<file path="src/hw/cpc_pkg.sv">
// Shared constants and types for the configuration-port pin logic
package cpc_pkg;
    // Scheme-select encodings
    localparam logic [3:0] SCHEME_FPP = 4'h0;
    localparam logic [3:0] SCHEME_PS = 4'h2;
    localparam logic [3:0] SCHEME_AS = 4'h3;
    // Serial memory read command and start address
    localparam logic [7:0] MEM_READ_OPCODE = 8'h03;
    localparam logic [23:0] MEM_START_ADDR = 24'h000000;
    localparam int CMD_BITS = 32;
    // Generated clock timing
    localparam int REF_PERIOD_NS = 20;
    localparam int AS_HALF_PERIOD_NS = 100;
    localparam int AS_HALF_CYCLES = (AS_HALF_PERIOD_NS + REF_PERIOD_NS - 1) / REF_PERIOD_NS;
    // Values after reset
    localparam logic [7:0] BYTE_RST = 8'h00;
    localparam logic [2:0] BIT_CNT_RST = 3'h0;

    typedef enum logic [4:0] {
        ST_RESET = 5'b00001,
        ST_IDLE = 5'b00010,
        ST_COMMAND = 5'b00100,
        ST_LOAD = 5'b01000,
        ST_USER = 5'b10000
    } cpc_state_t;

    typedef enum logic [2:0] {
        MD_PS = 3'b001,
        MD_FPP = 3'b010,
        MD_AS = 3'b100
    } cpc_mode_t;
endpackage : cpc_pkg

</file>
<file path="src/hw/cpc_config_port.sv">
// Configuration-port pin logic: passive load, active serial read, chain enable
`timescale 1ns/1ps
// How it works
// - Configure only while chip enable low
// - Chain enable driven low after configuration
// - Chain enable pin becomes user I/O
// - Active serial: drive command line to memory
// - Active serial: drive memory select low
// - Passive: capture data on clock rising edge
// - Active serial: device generates config clock
// - After load clock inactive, toggles ignored
// - Serial modes: one bit per clock
// - Parallel mode: one byte per clock
// - Serial schemes: upper data pins tri-stated until user mode, then user I/O
// - Parallel: upper data pins become user I/O
// - First variant: serial data pin dedicated
// - Second variant: serial data pin user I/O, except after active serial
// - Restart low resets, tri-states; high reloads
// - Scheme chosen from static select inputs
module cpc_config_port #(
    parameter bit VARIANT_B = 1'b0,
    parameter int SEL_W = 4,
    parameter int DIV_HALF = cpc_pkg::AS_HALF_CYCLES
) (
    input wire logic I_REF_CLK,
    input wire logic I_RST_N,
    input wire logic I_CHIP_ENABLE_LOW,
    input wire logic I_CONFIG_RESTART_LOW,
    input wire logic [SEL_W-1:0] I_SCHEME_SELECT,
    input wire logic I_SHARED_PIN_USER,
    input wire logic I_LOAD_DONE,
    input wire logic I_CONFIG_CLOCK,
    output logic O_CONFIG_CLOCK,
    output logic O_CONFIG_CLOCK_OE_N,
    input wire logic [7:0] I_DATA,
    output logic [7:0] O_DATA,
    output logic [7:0] O_DATA_OE_N,
    output logic O_SERIAL_COMMAND_OUT,
    output logic O_MEMORY_SELECT_LOW,
    input wire logic I_CHAIN_ENABLE,
    output logic O_CHAIN_ENABLE,
    output logic O_CHAIN_ENABLE_OE_N,
    input wire logic [8:0] I_USER_OUT,
    input wire logic [8:0] I_USER_OE_N,
    output logic [8:0] O_USER_IN,
    output logic [7:0] O_CFG_BYTE,
    output logic O_CFG_BYTE_VALID,
    output logic O_USER_MODE
);
    localparam int SW = SEL_W + 12;

    initial begin
        if (SEL_W < 2 || SEL_W > 4) $error("cpc_config_port: SEL_W must be 2 to 4");
        // Synchroniser latency must fit inside half a generated clock period
        if (DIV_HALF < 3 || DIV_HALF > 255) $error("cpc_config_port: DIV_HALF out of 3..255");
    end

    logic [SW-1:0] pins_s;
    logic ce_s;
    logic restart_s;
    logic [SEL_W-1:0] scheme_s;
    logic cclk_s;
    logic [7:0] data_s;
    logic chain_s;

    cpc_pin_sync #(.WIDTH(SW)) u_sync (
        .i_clk(I_REF_CLK),
        .i_rst_n(I_RST_N),
        .i_async({I_CHIP_ENABLE_LOW, I_CONFIG_RESTART_LOW, I_SCHEME_SELECT, I_CONFIG_CLOCK,
                  I_DATA, I_CHAIN_ENABLE}),
        .o_sync(pins_s)
    );
    assign {ce_s, restart_s, scheme_s, cclk_s, data_s, chain_s} = pins_s;

    cpc_pkg::cpc_state_t state, next_state;
    cpc_pkg::cpc_mode_t mode, next_mode;
    logic prev_cclk, next_prev_cclk;
    logic [7:0] div_cnt, next_div_cnt;
    logic clk_out, next_clk_out;
    logic [31:0] cmd_sr, next_cmd_sr;
    logic [5:0] cmd_cnt, next_cmd_cnt;
    logic cmd_out, next_cmd_out;
    logic sel_low, next_sel_low;
    logic [7:0] shift, next_shift;
    logic [2:0] bit_cnt, next_bit_cnt;
    logic [7:0] byte_out, next_byte_out;
    logic byte_valid, next_byte_valid;

    logic pas_rise;
    logic tick;
    logic sample;
    logic sample_bit;
    logic [SEL_W-1:0] sel_fpp, sel_ps, sel_as;

    assign sel_fpp = cpc_pkg::SCHEME_FPP[SEL_W-1:0];
    assign sel_ps = cpc_pkg::SCHEME_PS[SEL_W-1:0];
    assign sel_as = cpc_pkg::SCHEME_AS[SEL_W-1:0];
    assign pas_rise = cclk_s & ~prev_cclk;
    assign tick = (div_cnt == 8'(DIV_HALF - 1));

    always_comb begin
        next_state = state;
        next_mode = mode;
        next_prev_cclk = cclk_s;
        next_div_cnt = 8'h00;
        next_clk_out = clk_out;
        next_cmd_sr = cmd_sr;
        next_cmd_cnt = cmd_cnt;
        next_cmd_out = cmd_out;
        next_sel_low = sel_low;
        next_shift = shift;
        next_bit_cnt = bit_cnt;
        next_byte_out = byte_out;
        next_byte_valid = 1'b0;
        sample = 1'b0;
        sample_bit = data_s[0];
        unique case (state)
            cpc_pkg::ST_RESET: begin
                next_clk_out = 1'b0;
                next_sel_low = 1'b1;
                next_bit_cnt = cpc_pkg::BIT_CNT_RST;
                // restart high starts a new load
                if (restart_s) next_state = cpc_pkg::ST_IDLE;
            end
            cpc_pkg::ST_IDLE: begin
                // wait for chip enable; scheme from select pins
                if (!ce_s) begin
                    if (scheme_s == sel_as) begin
                        next_mode = cpc_pkg::MD_AS;
                        next_state = cpc_pkg::ST_COMMAND;
                        next_sel_low = 1'b0;
                        next_cmd_sr = {cpc_pkg::MEM_READ_OPCODE, cpc_pkg::MEM_START_ADDR} << 1;
                        next_cmd_out = cpc_pkg::MEM_READ_OPCODE[7];
                        next_cmd_cnt = 6'h00;
                    end else if (scheme_s == sel_ps) begin
                        next_mode = cpc_pkg::MD_PS;
                        next_state = cpc_pkg::ST_LOAD;
                    end else if (scheme_s == sel_fpp) begin
                        next_mode = cpc_pkg::MD_FPP;
                        next_state = cpc_pkg::ST_LOAD;
                    end
                end
            end
            cpc_pkg::ST_COMMAND: begin
                // generated clock; command shifted out on falling edges
                next_div_cnt = tick ? 8'h00 : div_cnt + 8'h01;
                if (tick) begin
                    next_clk_out = ~clk_out;
                    if (!clk_out) begin
                        next_cmd_cnt = cmd_cnt + 6'h01;
                    end else if (cmd_cnt == 6'(cpc_pkg::CMD_BITS)) begin
                        next_state = cpc_pkg::ST_LOAD;
                    end else begin
                        next_cmd_out = cmd_sr[31];
                        next_cmd_sr = cmd_sr << 1;
                    end
                end
            end
            cpc_pkg::ST_LOAD: begin
                if (I_LOAD_DONE) begin
                    next_state = cpc_pkg::ST_USER;
                    next_clk_out = 1'b0;
                    next_sel_low = 1'b1;
                end else if (mode == cpc_pkg::MD_AS) begin
                    // Generated clock pauses while chip enable is high
                    if (!ce_s) begin
                        next_div_cnt = tick ? 8'h00 : div_cnt + 8'h01;
                        if (tick) begin
                            next_clk_out = ~clk_out;
                            sample = ~clk_out;
                        end
                    end else begin
                        next_div_cnt = div_cnt;
                    end
                end else if (mode == cpc_pkg::MD_FPP) begin
                    if (pas_rise && !ce_s) begin
                        next_byte_out = data_s;
                        next_byte_valid = 1'b1;
                    end
                end else begin
                    sample = pas_rise & ~ce_s;
                end
                // one bit per clock, LSB first
                if (sample) begin
                    next_shift = {sample_bit, shift[7:1]};
                    next_bit_cnt = bit_cnt + 3'h1;
                    if (bit_cnt == 3'h7) begin
                        next_byte_out = {sample_bit, shift[7:1]};
                        next_byte_valid = 1'b1;
                    end
                end
            end
            cpc_pkg::ST_USER: begin
                // clock edges no longer reach the load logic
                next_clk_out = 1'b0;
            end
        endcase
        if (!restart_s) next_state = cpc_pkg::ST_RESET;
    end

    always_ff @(posedge I_REF_CLK or negedge I_RST_N) begin
        if (!I_RST_N) begin
            state <= cpc_pkg::ST_RESET;
            mode <= cpc_pkg::MD_PS;
            prev_cclk <= 1'b0;
            div_cnt <= 8'h00;
            clk_out <= 1'b0;
            cmd_sr <= 32'h00000000;
            cmd_cnt <= 6'h00;
            cmd_out <= 1'b1;
            sel_low <= 1'b1;
            shift <= cpc_pkg::BYTE_RST;
            bit_cnt <= cpc_pkg::BIT_CNT_RST;
            byte_out <= cpc_pkg::BYTE_RST;
            byte_valid <= 1'b0;
        end else begin
            state <= next_state;
            mode <= next_mode;
            prev_cclk <= next_prev_cclk;
            div_cnt <= next_div_cnt;
            clk_out <= next_clk_out;
            cmd_sr <= next_cmd_sr;
            cmd_cnt <= next_cmd_cnt;
            cmd_out <= next_cmd_out;
            sel_low <= next_sel_low;
            shift <= next_shift;
            bit_cnt <= next_bit_cnt;
            byte_out <= next_byte_out;
            byte_valid <= next_byte_valid;
        end
    end

    logic in_user;
    logic as_active;
    logic [7:0] data_user;
    assign in_user = (state == cpc_pkg::ST_USER);
    assign as_active = (mode == cpc_pkg::MD_AS) &&
                       (state == cpc_pkg::ST_COMMAND || state == cpc_pkg::ST_LOAD);
    // serial data pin is user I/O only in the second variant
    assign data_user[0] = VARIANT_B && in_user && (mode != cpc_pkg::MD_AS) && I_SHARED_PIN_USER;
    // upper pins tri-stated until user mode
    assign data_user[7:1] = {7{in_user && (mode != cpc_pkg::MD_FPP || I_SHARED_PIN_USER)}};

    always_comb begin
        // clock driven in active serial, held low after load
        O_CONFIG_CLOCK = clk_out;
        O_CONFIG_CLOCK_OE_N = ~(as_active || (in_user && mode == cpc_pkg::MD_AS));
        O_DATA = I_USER_OUT[7:0];
        O_DATA_OE_N = I_USER_OE_N[7:0] | ~data_user;
        O_SERIAL_COMMAND_OUT = cmd_out;
        O_MEMORY_SELECT_LOW = sel_low;
        // chain enable released until done, then low or user I/O
        O_CHAIN_ENABLE = in_user && I_SHARED_PIN_USER && I_USER_OUT[8];
        O_CHAIN_ENABLE_OE_N = in_user ? (I_SHARED_PIN_USER & I_USER_OE_N[8]) : 1'b1;
        O_USER_IN = {chain_s, data_s};
        O_CFG_BYTE = byte_out;
        O_CFG_BYTE_VALID = byte_valid;
        O_USER_MODE = in_user;
    end
endmodule : cpc_config_port

</file>
<file path="src/hw/cpc_pin_sync.sv">
// Two-flop synchroniser for pin inputs
`timescale 1ns/1ps
module cpc_pin_sync #(
    parameter int WIDTH = 1
) (
    input wire logic i_clk,
    input wire logic i_rst_n,
    input wire logic [WIDTH-1:0] i_async,
    output logic [WIDTH-1:0] o_sync
);
    logic [WIDTH-1:0] meta;
    logic [WIDTH-1:0] next_meta;
    logic [WIDTH-1:0] next_sync;

    initial begin
        if (WIDTH < 1) $error("cpc_pin_sync: WIDTH must be at least 1");
    end

    always_comb begin
        next_meta = i_async;
        next_sync = meta;
    end

    always_ff @(posedge i_clk or negedge i_rst_n) begin
        if (!i_rst_n) begin
            meta <= '0;
            o_sync <= '0;
        end else begin
            meta <= next_meta;
            o_sync <= next_sync;
        end
    end
endmodule : cpc_pin_sync

</file>
<file path="config.mk">
export PLATFORM = sky130hd
export DESIGN_NAME = cpc_config_port
export DESIGN_NICKNAME = d
export VERILOG_FILES = /design/src/hw/cpc_pkg.sv /design/src/hw/cpc_config_port.sv /design/src/hw/cpc_pin_sync.sv
export SDC_FILE = /design/constraint.sdc
export NUM_CORES = 1
export LEC_CHECK = 0
export ABC_CLOCK_PERIOD_IN_PS = 2930
export BUFFER_PORTS_ARGS = -buffer_cell sky130_fd_sc_hd__clkbuf_2
export CAP_MARGIN = 15
export CORE_ASPECT_RATIO = 0.75
export CORE_UTILIZATION = 54
export CTS_CLUSTER_DIAMETER = 60
export DETAILED_ROUTE_END_ITERATION = 8
export PLACE_DENSITY_LB_ADDON = 0.05
export SLEW_MARGIN = 20
export SYNTH_ARGS = -nofsm -noshare
export SYNTH_HDL_FRONTEND = slang
export SYNTH_SLANG_ARGS = --single-unit
</file>
<file path="constraint.sdc">
create_clock -name I_REF_CLK -period 2.93 [get_ports I_REF_CLK]
set_input_delay 0.4395 -clock I_REF_CLK [delete_from_list [all_inputs] [get_ports I_REF_CLK]]
set_output_delay 0.4395 -clock I_REF_CLK [all_outputs]
set_load 0.005 [all_outputs]
</file>
Word level (Yosys, flattened, before mapping)
Cells that the tools add are included.
{ "classes": {"addsub": 3, "n_eq_ne": 31, "muxes": 64, "n_bitwise": 9, "n_reduce_logical": 25} }
{ "op_table": {"columns": ["operator", "n"], "rows": [
  ["$mux 32", 5],
  ["$mux 8", 10],
  ["$pmux 32 s2", 1],
  ["$mux 5", 9],
  ["$mux 1", 24],
  ["$mux 6", 4],
  ["$ne 3x3->1 const B", 7],
  ["$pmux 5 s4", 1],
  ["$pmux 8 s2", 1],
  ["$ne 2x2->1 const B", 7],
  ["$mux 3", 4],
  ["$pmux 6 s2", 1],
  ["$ne 5x5->1 const B", 2],
  ["$reduce_bool 3->1", 3],
  ["$add 8x1->8 const B", 1],
  ["$eq 4x2->1 const B", 2],
  ["$eq 8x3->1 const B", 1],
  ["$not 8->8", 1],
  ["$or 8x8->8", 1],
  ["$reduce_and 7->1", 1],
  ["$add 6x1->6 const B", 1],
  ["$eq 3x3->1 const B", 2],
  ["$eq 6x6->1 const B", 1],
  ["$logic_and 1x1->1", 6],
  ["25 further kinds", 36]
]} }
{ "totals": {"ff_bits": 110, "in_bits": 38, "output_inout_bits": 41, "word_cells": 147} }

Longest topological paths before layout
Gate-level depths: netlist of run 1.
{ "depth": {"word_depth": 10, "depth_mapped": 11, "ltp_nobuf": 10} }

Hierarchy
From an unflattened synthesis of run 1, not the netlist that was laid out.
{ "hier_totals": {"cells_unflattened": 307, "area_unflattened_um2": 3617.2} }
{ "modules_own_cells": {"columns": ["module", "n_inst", "cells_each", "area_each_um2", "seq_area_each_um2"], "rows": [
  ["cpc_config_port", 1, 275, 2816.5, 1306.3],
  ["cpc_pin_sync", 1, 32, 800.8, 800.8]
]} }

Least setup slack after synthesis of run 1
No wires, ideal clock.
{ "synth_path": {"kind": "reg-to-reg", "start": "register div_cnt[0]", "end": "register shift[4]", "setup_time_ns": 0.125, "arrival_time_ns": 2.032, "required_ns": 2.805, "setup_slack_ns": 0.774, "stages_incl_launch_ff": 11, "n_path_buf": 1, "period_less_slack_ns": 2.156, "path_cell_list": "dfrtp_1 > inv_1 > ha_1 > nand3_2 > inv_1 > ha_1 > nand3b_1 > a21oi_1 > o211ai_1 > buf_2 > mux2_2"} }
{ "synth_via": {"elab_chain_cells": 7} }
{ "synth_rtl": {"columns": ["element", "line", "text"], "rows": [
  ["start: declaration", "cpc_config_port.sv:78", "logic [7:0] div_cnt, next_div_cnt;"],
  ["start signal: assignment", "cpc_config_port.sv:220", "div_cnt <= next_div_cnt;"],
  ["$eq 8x3->1", "cpc_config_port.sv:99", "assign tick = (div_cnt == 8'(DIV_HALF - 1));"],
  ["$mux 1", "cpc_config_port.sv:168", "if (tick) begin"],
  ["$mux 1", "cpc_config_port.sv:166", "if (!ce_s) begin"],
  ["$mux 1", "cpc_config_port.sv:164", "end else if (mode == cpc_pkg::MD_AS) begin"],
  ["$mux 1", "cpc_config_port.sv:160", "if (I_LOAD_DONE) begin"],
  ["$mux 1", "cpc_config_port.sv:117", "unique case (state)"],
  ["$reduce_and 2->1 (no source line)", null, null],
  ["end signal: assignment", "cpc_config_port.sv:212", "shift <= cpc_pkg::BYTE_RST;"],
  ["end signal: assignment", "cpc_config_port.sv:226", "shift <= next_shift;"],
  ["end: declaration", "cpc_config_port.sv:84", "logic [7:0] shift, next_shift;"]
]} }
Every way passes these cells. The select of a mux whose other input is x is not followed.
A chain may end at the register's enable or synchronous reset.

Worst setup path after layout of run 1
{ "layout_path": {"start": "register div_cnt[6]", "end": "register byte_out[7], in the netlist O_CFG_BYTE[7]"} }
{ "layout_via": {"elab_chain_cells": 7} }
{ "layout_rtl": {"columns": ["element", "line", "text"], "rows": [
  ["$eq 8x3->1", "cpc_config_port.sv:99", null],
  ["$mux 1", "cpc_config_port.sv:168", null],
  ["$mux 1", "cpc_config_port.sv:166", null],
  ["$mux 1", "cpc_config_port.sv:164", null],
  ["$mux 1", "cpc_config_port.sv:160", null],
  ["$mux 1", "cpc_config_port.sv:117", null],
  ["$mux 8", "cpc_config_port.sv:184", "if (sample) begin"],
  ["end signal: assignment", "cpc_config_port.sv:214", "byte_out <= cpc_pkg::BYTE_RST;"],
  ["end signal: assignment", "cpc_config_port.sv:228", "byte_out <= next_byte_out;"],
  ["end: declaration", "cpc_config_port.sv:86", "logic [7:0] byte_out, next_byte_out;"]
]} }
Every way passes these cells. The select of a mux whose other input is x is not followed.

==> impl_metrics.ini, run 1 <==
[finish]
area_growth_pct = 13.4
diodes = 0
post-route-util = 0.651
fin_nets = 411
layout-drive-gt1-share = 0.275
instances_no_fill = 452

[yosys]
yosysWarnings = 0
muxShareOfSynthArea = 0.0416
post_synth_num_cell_types = 61
synth_top_area_share = 0.541
yosys.area_share.adder = 0.0237
postSynthAreaPerCell_um2 = 11.6
syn_area_um2 = 3700
synth_ff_type = dfrtp_1
ys_seq_elements = 84
async_reset_ff_frac = 1.00
synth_most_common_cell = dfrtp_1
ys_top_cells_by_area = dfrtp_1, buf_4, dfstp_2
synth_simple_gate_area_frac = 0.162
yosysSeqAreaShare = 0.569
synth_cells = 320
yosys.area.top_type = dfrtp_1
synth_common_cells = dfrtp_1, buf_4, inv_1, nor2_1
synth_top_family_by_area = simple AND/OR/NAND/NOR gates
synth_fp_nets = 365
synth_compound_area_frac = 0.115
synth_xor_area_frac = 0.0213
synth_edf_count = 0

[clocking]
cts_resized = 0
postCtsHoldBufs = 0
numCtsBuffers = 9
cts.htree.levels = 3
cts.sinks = 84
cts_setup_buffers = 0
worstSkewPairLatency_ns = 0.35
clk_pin_slew_ns = 0.08
cts_tree = done
root_buffer = clkbuf_8
clock_path_buffers = 2

[outcome]
outcome = finished, final reports clean

[placement]
dp_hpwl_um = 4520
place.port_buffers = 60
dp_cells = 436
gp_congestion = 0.848

[floorplan]
start_util = 0.574
rows = 25
die-height_um = 73.7
die_area_um2 = 7190
dieWidth_um = 97.6
core_area_um2 = 6440
io_pins = 79

[power_and_ir_drop]
seq_power_share = 0.505
max-vdd-ir-drop_v = 0.000336
comb_power_share = 0.116
power_switching_w = 0.000655
leakagePower_nw = 2.03
switching_share = 0.249
power.internal_w = 0.00198
power_density_nw_per_um2 = 627
finalPower_w = 0.00263
clkPwrFrac = 0.379

[timing]
finalSetupViolations = 0
max_freq_mhz = 404
worstMarginPinSlew_ns = 0.720
hold_violations = 0
rsz0062_at_grt = false
finalCriticalPeriod_ns = 2.48
maxSlewViolCount = 0
slew_headroom = 0.520
post-route-period-util = 0.845
fin_tns_setup_ns = 0
skew_ns = 0.00601

[detailed_routing]
post-route-drc-count = 0
drt-pass1-iter-count = 5
first_iter_violations = 123
route.vias.total = 2441
routed_via_density = 5.40
wire_per_inst_um = 14.3
drt-total-wl_um = 6440
antenna_left = 0

[setup_path]
rrSetupSlack_ns = 0.45
rr_endpoint = O_CFG_BYTE[7]
crit_fanout = 9
cp_slowest_cell = dfrtp_1
r2r_cells = 9
critPathCaptureType = register
cpLargestDelayFamily = simple AND/OR/NAND/NOR gates
path_cells = nor4b_2, nand3_2, inv_1, ha_1, nand3b_1, a21oi_1, o2111ai_2, nand2_2, o21a_1
crit_required_ns = 3.22
critPathLaunchType = register
slowest_delay_ns = 0.42
critical_path_class = reg2reg
arrival_ns = 2.76
r2r-start = div_cnt[6]
path_buf_inv = 1

[global_route]
grt_pass1_wl_um = 11300
antenna_found_initial = 0
grt_overflow = 0
first_global_vias = 2342
grt_max_degree = 85
grt_util_all_layers = 0.202

[flow_run]
drv_cap = 0

[hold_path]
hold_path_class = in2async
registers in the layout, summed over array words and instances, names as in the netlist:
register	count
O_CFG_BYTE	8
O_CFG_BYTE_VALID	1
O_CONFIG_CLOCK	1
O_MEMORY_SELECT_LOW	1
O_SERIAL_COMMAND_OUT	1
bit_cnt	3
cmd_cnt	6
cmd_sr	7
div_cnt	8
mode	3
prev_cclk	1
shift	7
state	5
u_sync.meta	16
u_sync.o_sync	16
power by group through the flow:
stage | clock [W] | sequential (W) | combinational, W
final | 0.000998 | 0.00133 | 0.000306
after global routing | 0.00108 | 0.00134 | 0.000345
after CTS | 0.00102 | 0.00133 | 0.000308
after detailed placement | 0 | 0.00135 | 0.000307
after global placement | 0 | 0.00134 | 0.000305
after floorplan | 0 | 0.00131 | 0.000255
layout by cell type, fill, tap and decap left out, drive strengths merged, types with 4 or more instances in the layout:
master  Yosys  routed
o21a       11      11
xor2        8       8
o22a        9       9
nor4        4       4
mux2        8       8
nor3        4       4
clkbuf      2      70
nand4       7       7
a21oi       6       6
nand3      14      14
o21ai      14      14
dfrtp      80      80
mux2i       6       6
nand2b     10      10
ha          7       7
nor2       19      19
inv        18      19
and3        5       5
nand2      16      16
dfstp       4       4
layout make-up:
cell class	instances	area, µm²
fill	512	2250
sequential	84	2110
multi-input combinational	191	1350
timing repair buffer	62	322
clock buffer	11	141
clock inverter	5	108
tap	81	101
inverter	18	67.6
through the flow:
stage | setup slack (ns) | cell area, µm² | hold slack [ns]
after floorplan | 0.774 | 3700 | 0.144
after global placement | 0.571 | 3940 | 0.332
after detailed placement | 0.469 | 3940 | 0.336
after CTS | 0.464 | 4190 | 0.179
after global routing | 0.261 | 4200 | 0.169
final | 0.454 | 4200 | 0.130
worst max-delay path by stage:
stage | endpoint | slack (ns) | depth (start not counted) | from
2_1_floorplan | shift[4] | 0.77 | 10 | div_cnt[0]
3_3_place_gp | O_CFG_BYTE[6] | 0.57 | 9 | div_cnt[6]
3_5_place_dp | O_CFG_BYTE[7] | 0.47 | 9 | div_cnt[6]
4_1_cts | O_CFG_BYTE[7] | 0.46 | 9 | div_cnt[6]
5_1_grt | O_CFG_BYTE[6] | 0.26 | 9 | div_cnt[6]
6_report | O_CFG_BYTE[7] | 0.45 | 9 | div_cnt[6]
kinds of logic after synthesis:
family          count (synthesis)
simple gates                  102
compound gates                 58
xor+xnor                        9
fa+ha+maj                       7
mux                            14
flops                          84
other cells                     1
buf+inv                        45
worst reg2reg max path, cell delays in order (launching register included):
cell and delay, ns:
dfrtp_1 0.42, nor4b_2 0.35, nand3_2 0.18, inv_1 0.19, ha_1 0.19, nand3b_1 0.08, a21oi_1 0.21, o2111ai_2 0.34
nand2_2 0.31, o21a_1 0.15
per-layer routing:
metal  global-route usage  vias up  wire (µm)
li1                     -     1197          -
met1                0.279     1158       3250
met2                0.311       75       2750
met3               0.0571       11        358
met4               0.0686        0         79
met5                    0        -          0
(Power assumes the default switching activity.)
==> run 2, diff against run 1 <==
--- a/config.mk
+++ b/config.mk
@@ -5,11 +5,12 @@
 export SDC_FILE = /design/constraint.sdc
 export NUM_CORES = 1
 export LEC_CHECK = 0
-export ABC_CLOCK_PERIOD_IN_PS = 2930
+export ABC_AREA = 1
+export ABC_CLOCK_PERIOD_IN_PS = 2300
 export BUFFER_PORTS_ARGS = -buffer_cell sky130_fd_sc_hd__clkbuf_2
 export CAP_MARGIN = 15
 export CORE_ASPECT_RATIO = 0.75
-export CORE_UTILIZATION = 54
+export CORE_UTILIZATION = 55
 export CTS_CLUSTER_DIAMETER = 60
 export DETAILED_ROUTE_END_ITERATION = 8
 export PLACE_DENSITY_LB_ADDON = 0.05
==> constraint.sdc (replaced) <==
create_clock -name I_REF_CLK -period 2.3 [get_ports I_REF_CLK]
set_input_delay 0.345 -clock I_REF_CLK [delete_from_list [all_inputs] [get_ports I_REF_CLK]]
set_output_delay 0.345 -clock I_REF_CLK [all_outputs]
set_load 0.005 [all_outputs]
==> run 2 against run 1 <==
  * Design area rose by 9.4%
  * Worst hold slack got worse by 0.047 ns
  * Sequential cell count did not move
  * Clock skew rose by 0.0047 ns
  * Critical path type is now reg2out
  * Critical endpoint is now O_DATA_OE_N[7]
  * Largest power group unchanged
==> impl_metrics.ini, run 2 <==
[finish]
layout_commonest_cell = nand2_1
layout-drive-gt1-share = 0.225
reg_top3 = u_sync.meta: 16 flops, u_sync.o_sync: 16 flops
fin_nets = 571
mostFrequentLayoutCells = nand2_1, dfrtp_1, nand3_1
instances_no_fill = 628
area_growth_pct = 14.1
diodes = 0

[global_route]
grt_util_all_layers = 0.232
first_global_vias = 2882
grt_overflow = 0
antenna_found_initial = 0
grt_max_degree = 53
grt_pass1_wl_um = 13700

[floorplan]
start_util = 0.581
dieWidth_um = 101
die_area_um2 = 7670
core_area_um2 = 6930
die-height_um = 76.1
rows = 26
io_pins = 79

[yosys]
post_synth_num_cell_types = 34
ys_seq_elements = 84
async_reset_ff_frac = 1.00
yosysSeqAreaShare = 0.523
postSynthAreaPerCell_um2 = 8.53
synth_cells = 472
synth_fp_nets = 517
synth_most_common_cell = nand2_1
syn_area_um2 = 4030
synth_edf_count = 0
synth_top_area_share = 0.497
yosys.area.top_type = dfrtp_1
synth_ff_type = dfrtp_1
ys_top_cells_by_area = dfrtp_1, nand2_1, nand3_1
synth_common_cells = nand2_1, dfrtp_1, nand3_1, inv_1, nor2_1
yosysWarnings = 0

[detailed_routing]
routed_via_density = 5.02
wire_per_inst_um = 12.9
drt-pass1-iter-count = 4
drt-total-wl_um = 8070
first_iter_violations = 190
post-route-drc-count = 0
route.vias.total = 3153
antenna_left = 0

[timing]
max_freq_mhz = 480
rsz0062_at_grt = false
finalCriticalPeriod_ns = 2.08
hold_slack_ns = 0.0829
finalSetupViolations = 0
skew_ns = 0.0107
hold_violations = 0
fin_ws_ns = 0.219
post-route-period-util = 0.905
maxSlewViolCount = 0
fin_tns_setup_ns = 0

[hold_path]
hold_path_class = in2reg

[power_and_ir_drop]
max-vdd-ir-drop_v = 0.000511
leakagePower_nw = 2.38
power_density_nw_per_um2 = 841

[placement]
dp_hpwl_um = 5820
gp_congestion = 0.814
place_ws_ns = 0.333
place.port_buffers = 60
dp_cells = 612

[setup_path]
critPathCaptureType = output port
crit_required_ns = 1.96
critPathLaunchType = register
arrival_ns = 1.74
critical_path_class = reg2out
crit_fanout = 7

[clocking]
clk_pin_slew_ns = 0.09
cts_setup_buffers = 0
cts.sinks = 84
worstSkewPairLatency_ns = 0.36
cts.htree.levels = 3
clock_path_buffers = 2
root_buffer = clkbuf_8
numCtsBuffers = 9
cts_tree = done

[flow_run]
drv_cap = 0

[outcome]
outcome = finished, final reports clean
## run 2: cell count changes in the layout (fill, tap and decap cells not counted), moves of 7 or more
cell	previous run	this run
nand2_1	14	135
nand3_1	13	61
inv_1	18	56
nand2b_1	10	0
o21a_1	11	1
o22a_1	9	0
buf_4	2	9
mux2_2	7	0
o21ai_2	0	7
## run 2: kinds of logic (layout without fill, tap and decap cells)
| logic type | after synthesis | after routing | synth area share |
|---|---|---|---|
| AO/OA/AOI/OAI | 36 | 36 | 0.0525 |
| XOR/XNOR | 2 | 2 | 0.00435 |
| adder cells (fa/ha/maj) | 7 | 7 | 0.0218 |
| buffers and inverters | 87 | 145 | 0.103 |
| flip-flops | 84 | 84 | 0.523 |
| other | 1 | 1 | 0.000932 |
| AND/OR/NAND/NOR | 255 | 255 | 0.294 |
## run 2: cell type report
type / count / area, µm²
multi-input cells: 301 / 1510
flip-flops and latches: 84 / 2110
inverters: 60 / 225
repair buffers: 70 / 393
fillers: 583 / 2340
well taps: 98 / 123
clock inverters: 6 / 113
clock buffers: 9 / 124
## run 2: metrics by stage
step                power (W)  area, µm²  utilization
finish                0.00386       4590        0.663
CTS                   0.00389       4590        0.662
detailed placement    0.00263       4340        0.626
floorplan             0.00237       4030            -
global route          0.00408       4590        0.663
global placement      0.00260       4340        0.626
## run 2: routing by layer
metal / routed length, µm / track usage / part of all wire
met3: 511 / 0.0706 / 0.063
met2: 3540 / 0.327 / 0.44
met4: 84 / 0.0754 / 0.010
met5: 0 / 0 / 0
met1: 3940 / 0.342 / 0.49
## run 2: power breakdown
group,switching [W],internal [W],leakage (nW)
clock,0.000531,0.000719,0.120
combinational,0.000512,0.000315,1.20
sequential,0.000130,0.00165,1.06
total,0.00117,0.00269,2.38
## run 2: path summary, 6_finish.rpt
path                       cells past startpoint             endpoint             from  slack, ns
setup / recovery                               6       O_DATA_OE_N[7]          mode[0]       0.22
hold / removal                                 1       u_sync.meta[8]        I_DATA[7]       0.08
setup reg to reg                              12             shift[1]       div_cnt[0]       0.24
hold reg to reg                                0    u_sync.o_sync[10]  u_sync.meta[10]       0.35
max in group asynchronous                      3  O_MEMORY_SELECT_LOW          I_RST_N       1.17
min in group asynchronous                      2       u_sync.meta[7]          I_RST_N       0.46
## run 2: timing repair
| action | 4_1_cts | 5_1_grt |
|---|---|---|
| gates resized for setup | 0 | 1 |
| hold buffers | 1 | 0 |
| endpoints found under the hold margin | 31 | 0 |
| setup endpoints to repair | 0 | 7 |
## run 2: critical path, stage by stage, from the launching register on
cell      delay, ns
dfstp_2        0.53
inv_1          0.05
nand3_1        0.15
inv_1          0.09
a21oi_2        0.32
nand2_1        0.10
clkbuf_2       0.13
==> run 3, diff against run 2 <==
--- a/config.mk
+++ b/config.mk
@@ -13,6 +13,7 @@
 export CORE_UTILIZATION = 55
 export CTS_CLUSTER_DIAMETER = 60
 export DETAILED_ROUTE_END_ITERATION = 8
+export GPL_TIMING_DRIVEN = 0
 export PLACE_DENSITY_LB_ADDON = 0.05
 export SLEW_MARGIN = 20
 export SYNTH_ARGS = -nofsm -noshare
==> run 3 against run 2 <==
  * The run now ends with hold timing left
  * Sequential share of layout area is 1.6 points lower
  * Sequential power hardly changed
  * Routed wire length increased by 3.1%
  * Clock skew rose by 0.00063 ns
  * Fmax fell by 4.0%
  * Critical path type unchanged
  * Highest routed layer unchanged
==> impl_metrics.ini, run 3 (same netlist as run 2, synthesis figures left out) <==
[placement]
gp_congestion = 0.816
dp_hpwl_um = 5900
place.port_buffers = 68
dp_cells = 638

[finish]
mostFrequentLayoutCells = nand2_1, dfrtp_1, clkbuf_2
regArea_um2 = 2110
diodes = 0
reg_top3 = u_sync.meta: 16 flops, u_sync.o_sync: 16 flops
layout_commonest_cell = nand2_1
layout-drive-gt1-share = 0.257
nFillCells = 551
fin_nets = 597
multiInputGateArea_um2 = 1510
post-route-util = 0.686
instances_no_fill = 655
area_growth_pct = 18.1

[setup_path]
slowest_delay_ns = 0.60
critPathCaptureType = output port
path_cells = nor2_4, nand3_1, buf_4, nand2_4, o21ai_0, clkbuf_2
critPathLaunchType = register
arrival_ns = 1.82
critical_path_class = reg2out
crit_fanout = 10
crit_required_ns = 1.96
cpLargestDelayFamily = flip-flops
cp_slowest_cell = dfstp_2
path_buf_inv = 2

[clocking]
cts_tree = done
root_buffer = clkbuf_8
worstSkewPairLatency_ns = 0.36
cts.sinks = 84
clk_pin_slew_ns = 0.08
numCtsBuffers = 9
clock_path_buffers = 2
cts.htree.levels = 3

[power_and_ir_drop]
power_switching_w = 0.00121
power.internal_w = 0.00272
leakagePower_nw = 2.49
finalPower_w = 0.00392
power_density_nw_per_um2 = 825
switching_share = 0.308
clkPwrFrac = 0.327
comb_power_share = 0.218
max-vdd-ir-drop_v = 0.000523
seq_power_share = 0.455

[floorplan]
dieWidth_um = 101
rows = 26
core_area_um2 = 6930
die_area_um2 = 7670
die-height_um = 76.1
start_util = 0.581
io_pins = 79

[timing]
hold_slack_ns = -0.000541
post-route-period-util = 0.942
slew_headroom = 0.548
rsz0062_at_grt = false
max_freq_mhz = 461
worstMarginPinSlew_ns = 0.675
finalCriticalPeriod_ns = 2.17
finalSetupViolations = 0
skew_ns = 0.0113
fin_tns_setup_ns = 0
hold_violations = 2
maxSlewViolCount = 0

[global_route]
grt_util_all_layers = 0.233
grt_pass1_wl_um = 13800
grt_overflow = 0
antenna_found_initial = 0
grt_max_degree = 85
first_global_vias = 3011

[detailed_routing]
drt-pass1-iter-count = 4
wire_per_inst_um = 12.7
first_iter_violations = 222
drt-total-wl_um = 8330
post-route-drc-count = 0
antenna_left = 0
route.vias.total = 3298
routed_via_density = 5.04

[flow_run]
drv_cap = 0

[outcome]
violations = hold timing
outcome = complete, but fails checks

[hold_path]
hold_path_class = in2async
## run 3: power groups by stage
stage	Sequential (W)	Combinational (W)	Clock [W]
3_3_place_gp	0.00180	0.000820	0
4_1_cts	0.00178	0.000857	0.00131
6_report	0.00178	0.000855	0.00128
5_1_grt	0.00181	0.000964	0.00138
3_5_place_dp	0.00181	0.000850	0
2_1_floorplan	0.00179	0.000574	0
## run 3: path summary, 6_finish.rpt
path                               startpoint             endpoint  slack (ns)  cells past startpoint
max reg2reg                        div_cnt[0]        O_CFG_BYTE[1]        0.19                     13
min reg2reg                    u_sync.meta[0]     u_sync.o_sync[0]        0.35                      0
min                                   I_RST_N       u_sync.meta[2]     -0.0005                      1
max                                  state[0]  O_CONFIG_CLOCK_OE_N        0.13                      6
max in group asynchronous             I_RST_N       u_sync.meta[4]        1.82                      1
min in group I_REF_CLK     I_SCHEME_SELECT[2]      u_sync.meta[12]        0.09                      1
## run 3: timing repair
item	4_1_cts	5_1_grt
pin swaps	0	1
hold buffers	0	0
setup endpoints to repair	7	6
resized for setup	1	0
buffers inserted	0	1
## run 3: layout make-up
cell class                      instances  area share
Tap cell                               98      0.0258
Inverter                               60      0.0474
Buffer                                 27      0.0400
Clock buffer                            9      0.0261
Multi-Input combinational cell        301       0.317
Clock inverter                          7      0.0255
Sequential cell                        84       0.443
Timing Repair Buffer                   69      0.0750
## run 3: per-layer routing
metal / vias up / global-route usage / part of all wire
met5: - / 0 / 0
met4: 0 / 0.0768 / 0.014
met3: 13 / 0.0651 / 0.071
met2: 114 / 0.337 / 0.43
met1: 1530 / 0.340 / 0.48
li1: 1641 / - / -
## run 3: per-stage QoR
| stage | setup WS [ns] | cell area, µm² |
|---|---|---|
| 2_1_floorplan | 0.582 | 4030 |
| 3_3_place_gp | -0.00272 | 4490 |
| 3_5_place_dp | 0.212 | 4500 |
| 4_1_cts | 0.127 | 4750 |
| 5_1_grt | 0.00556 | 4750 |
| 6_report | 0.133 | 4750 |
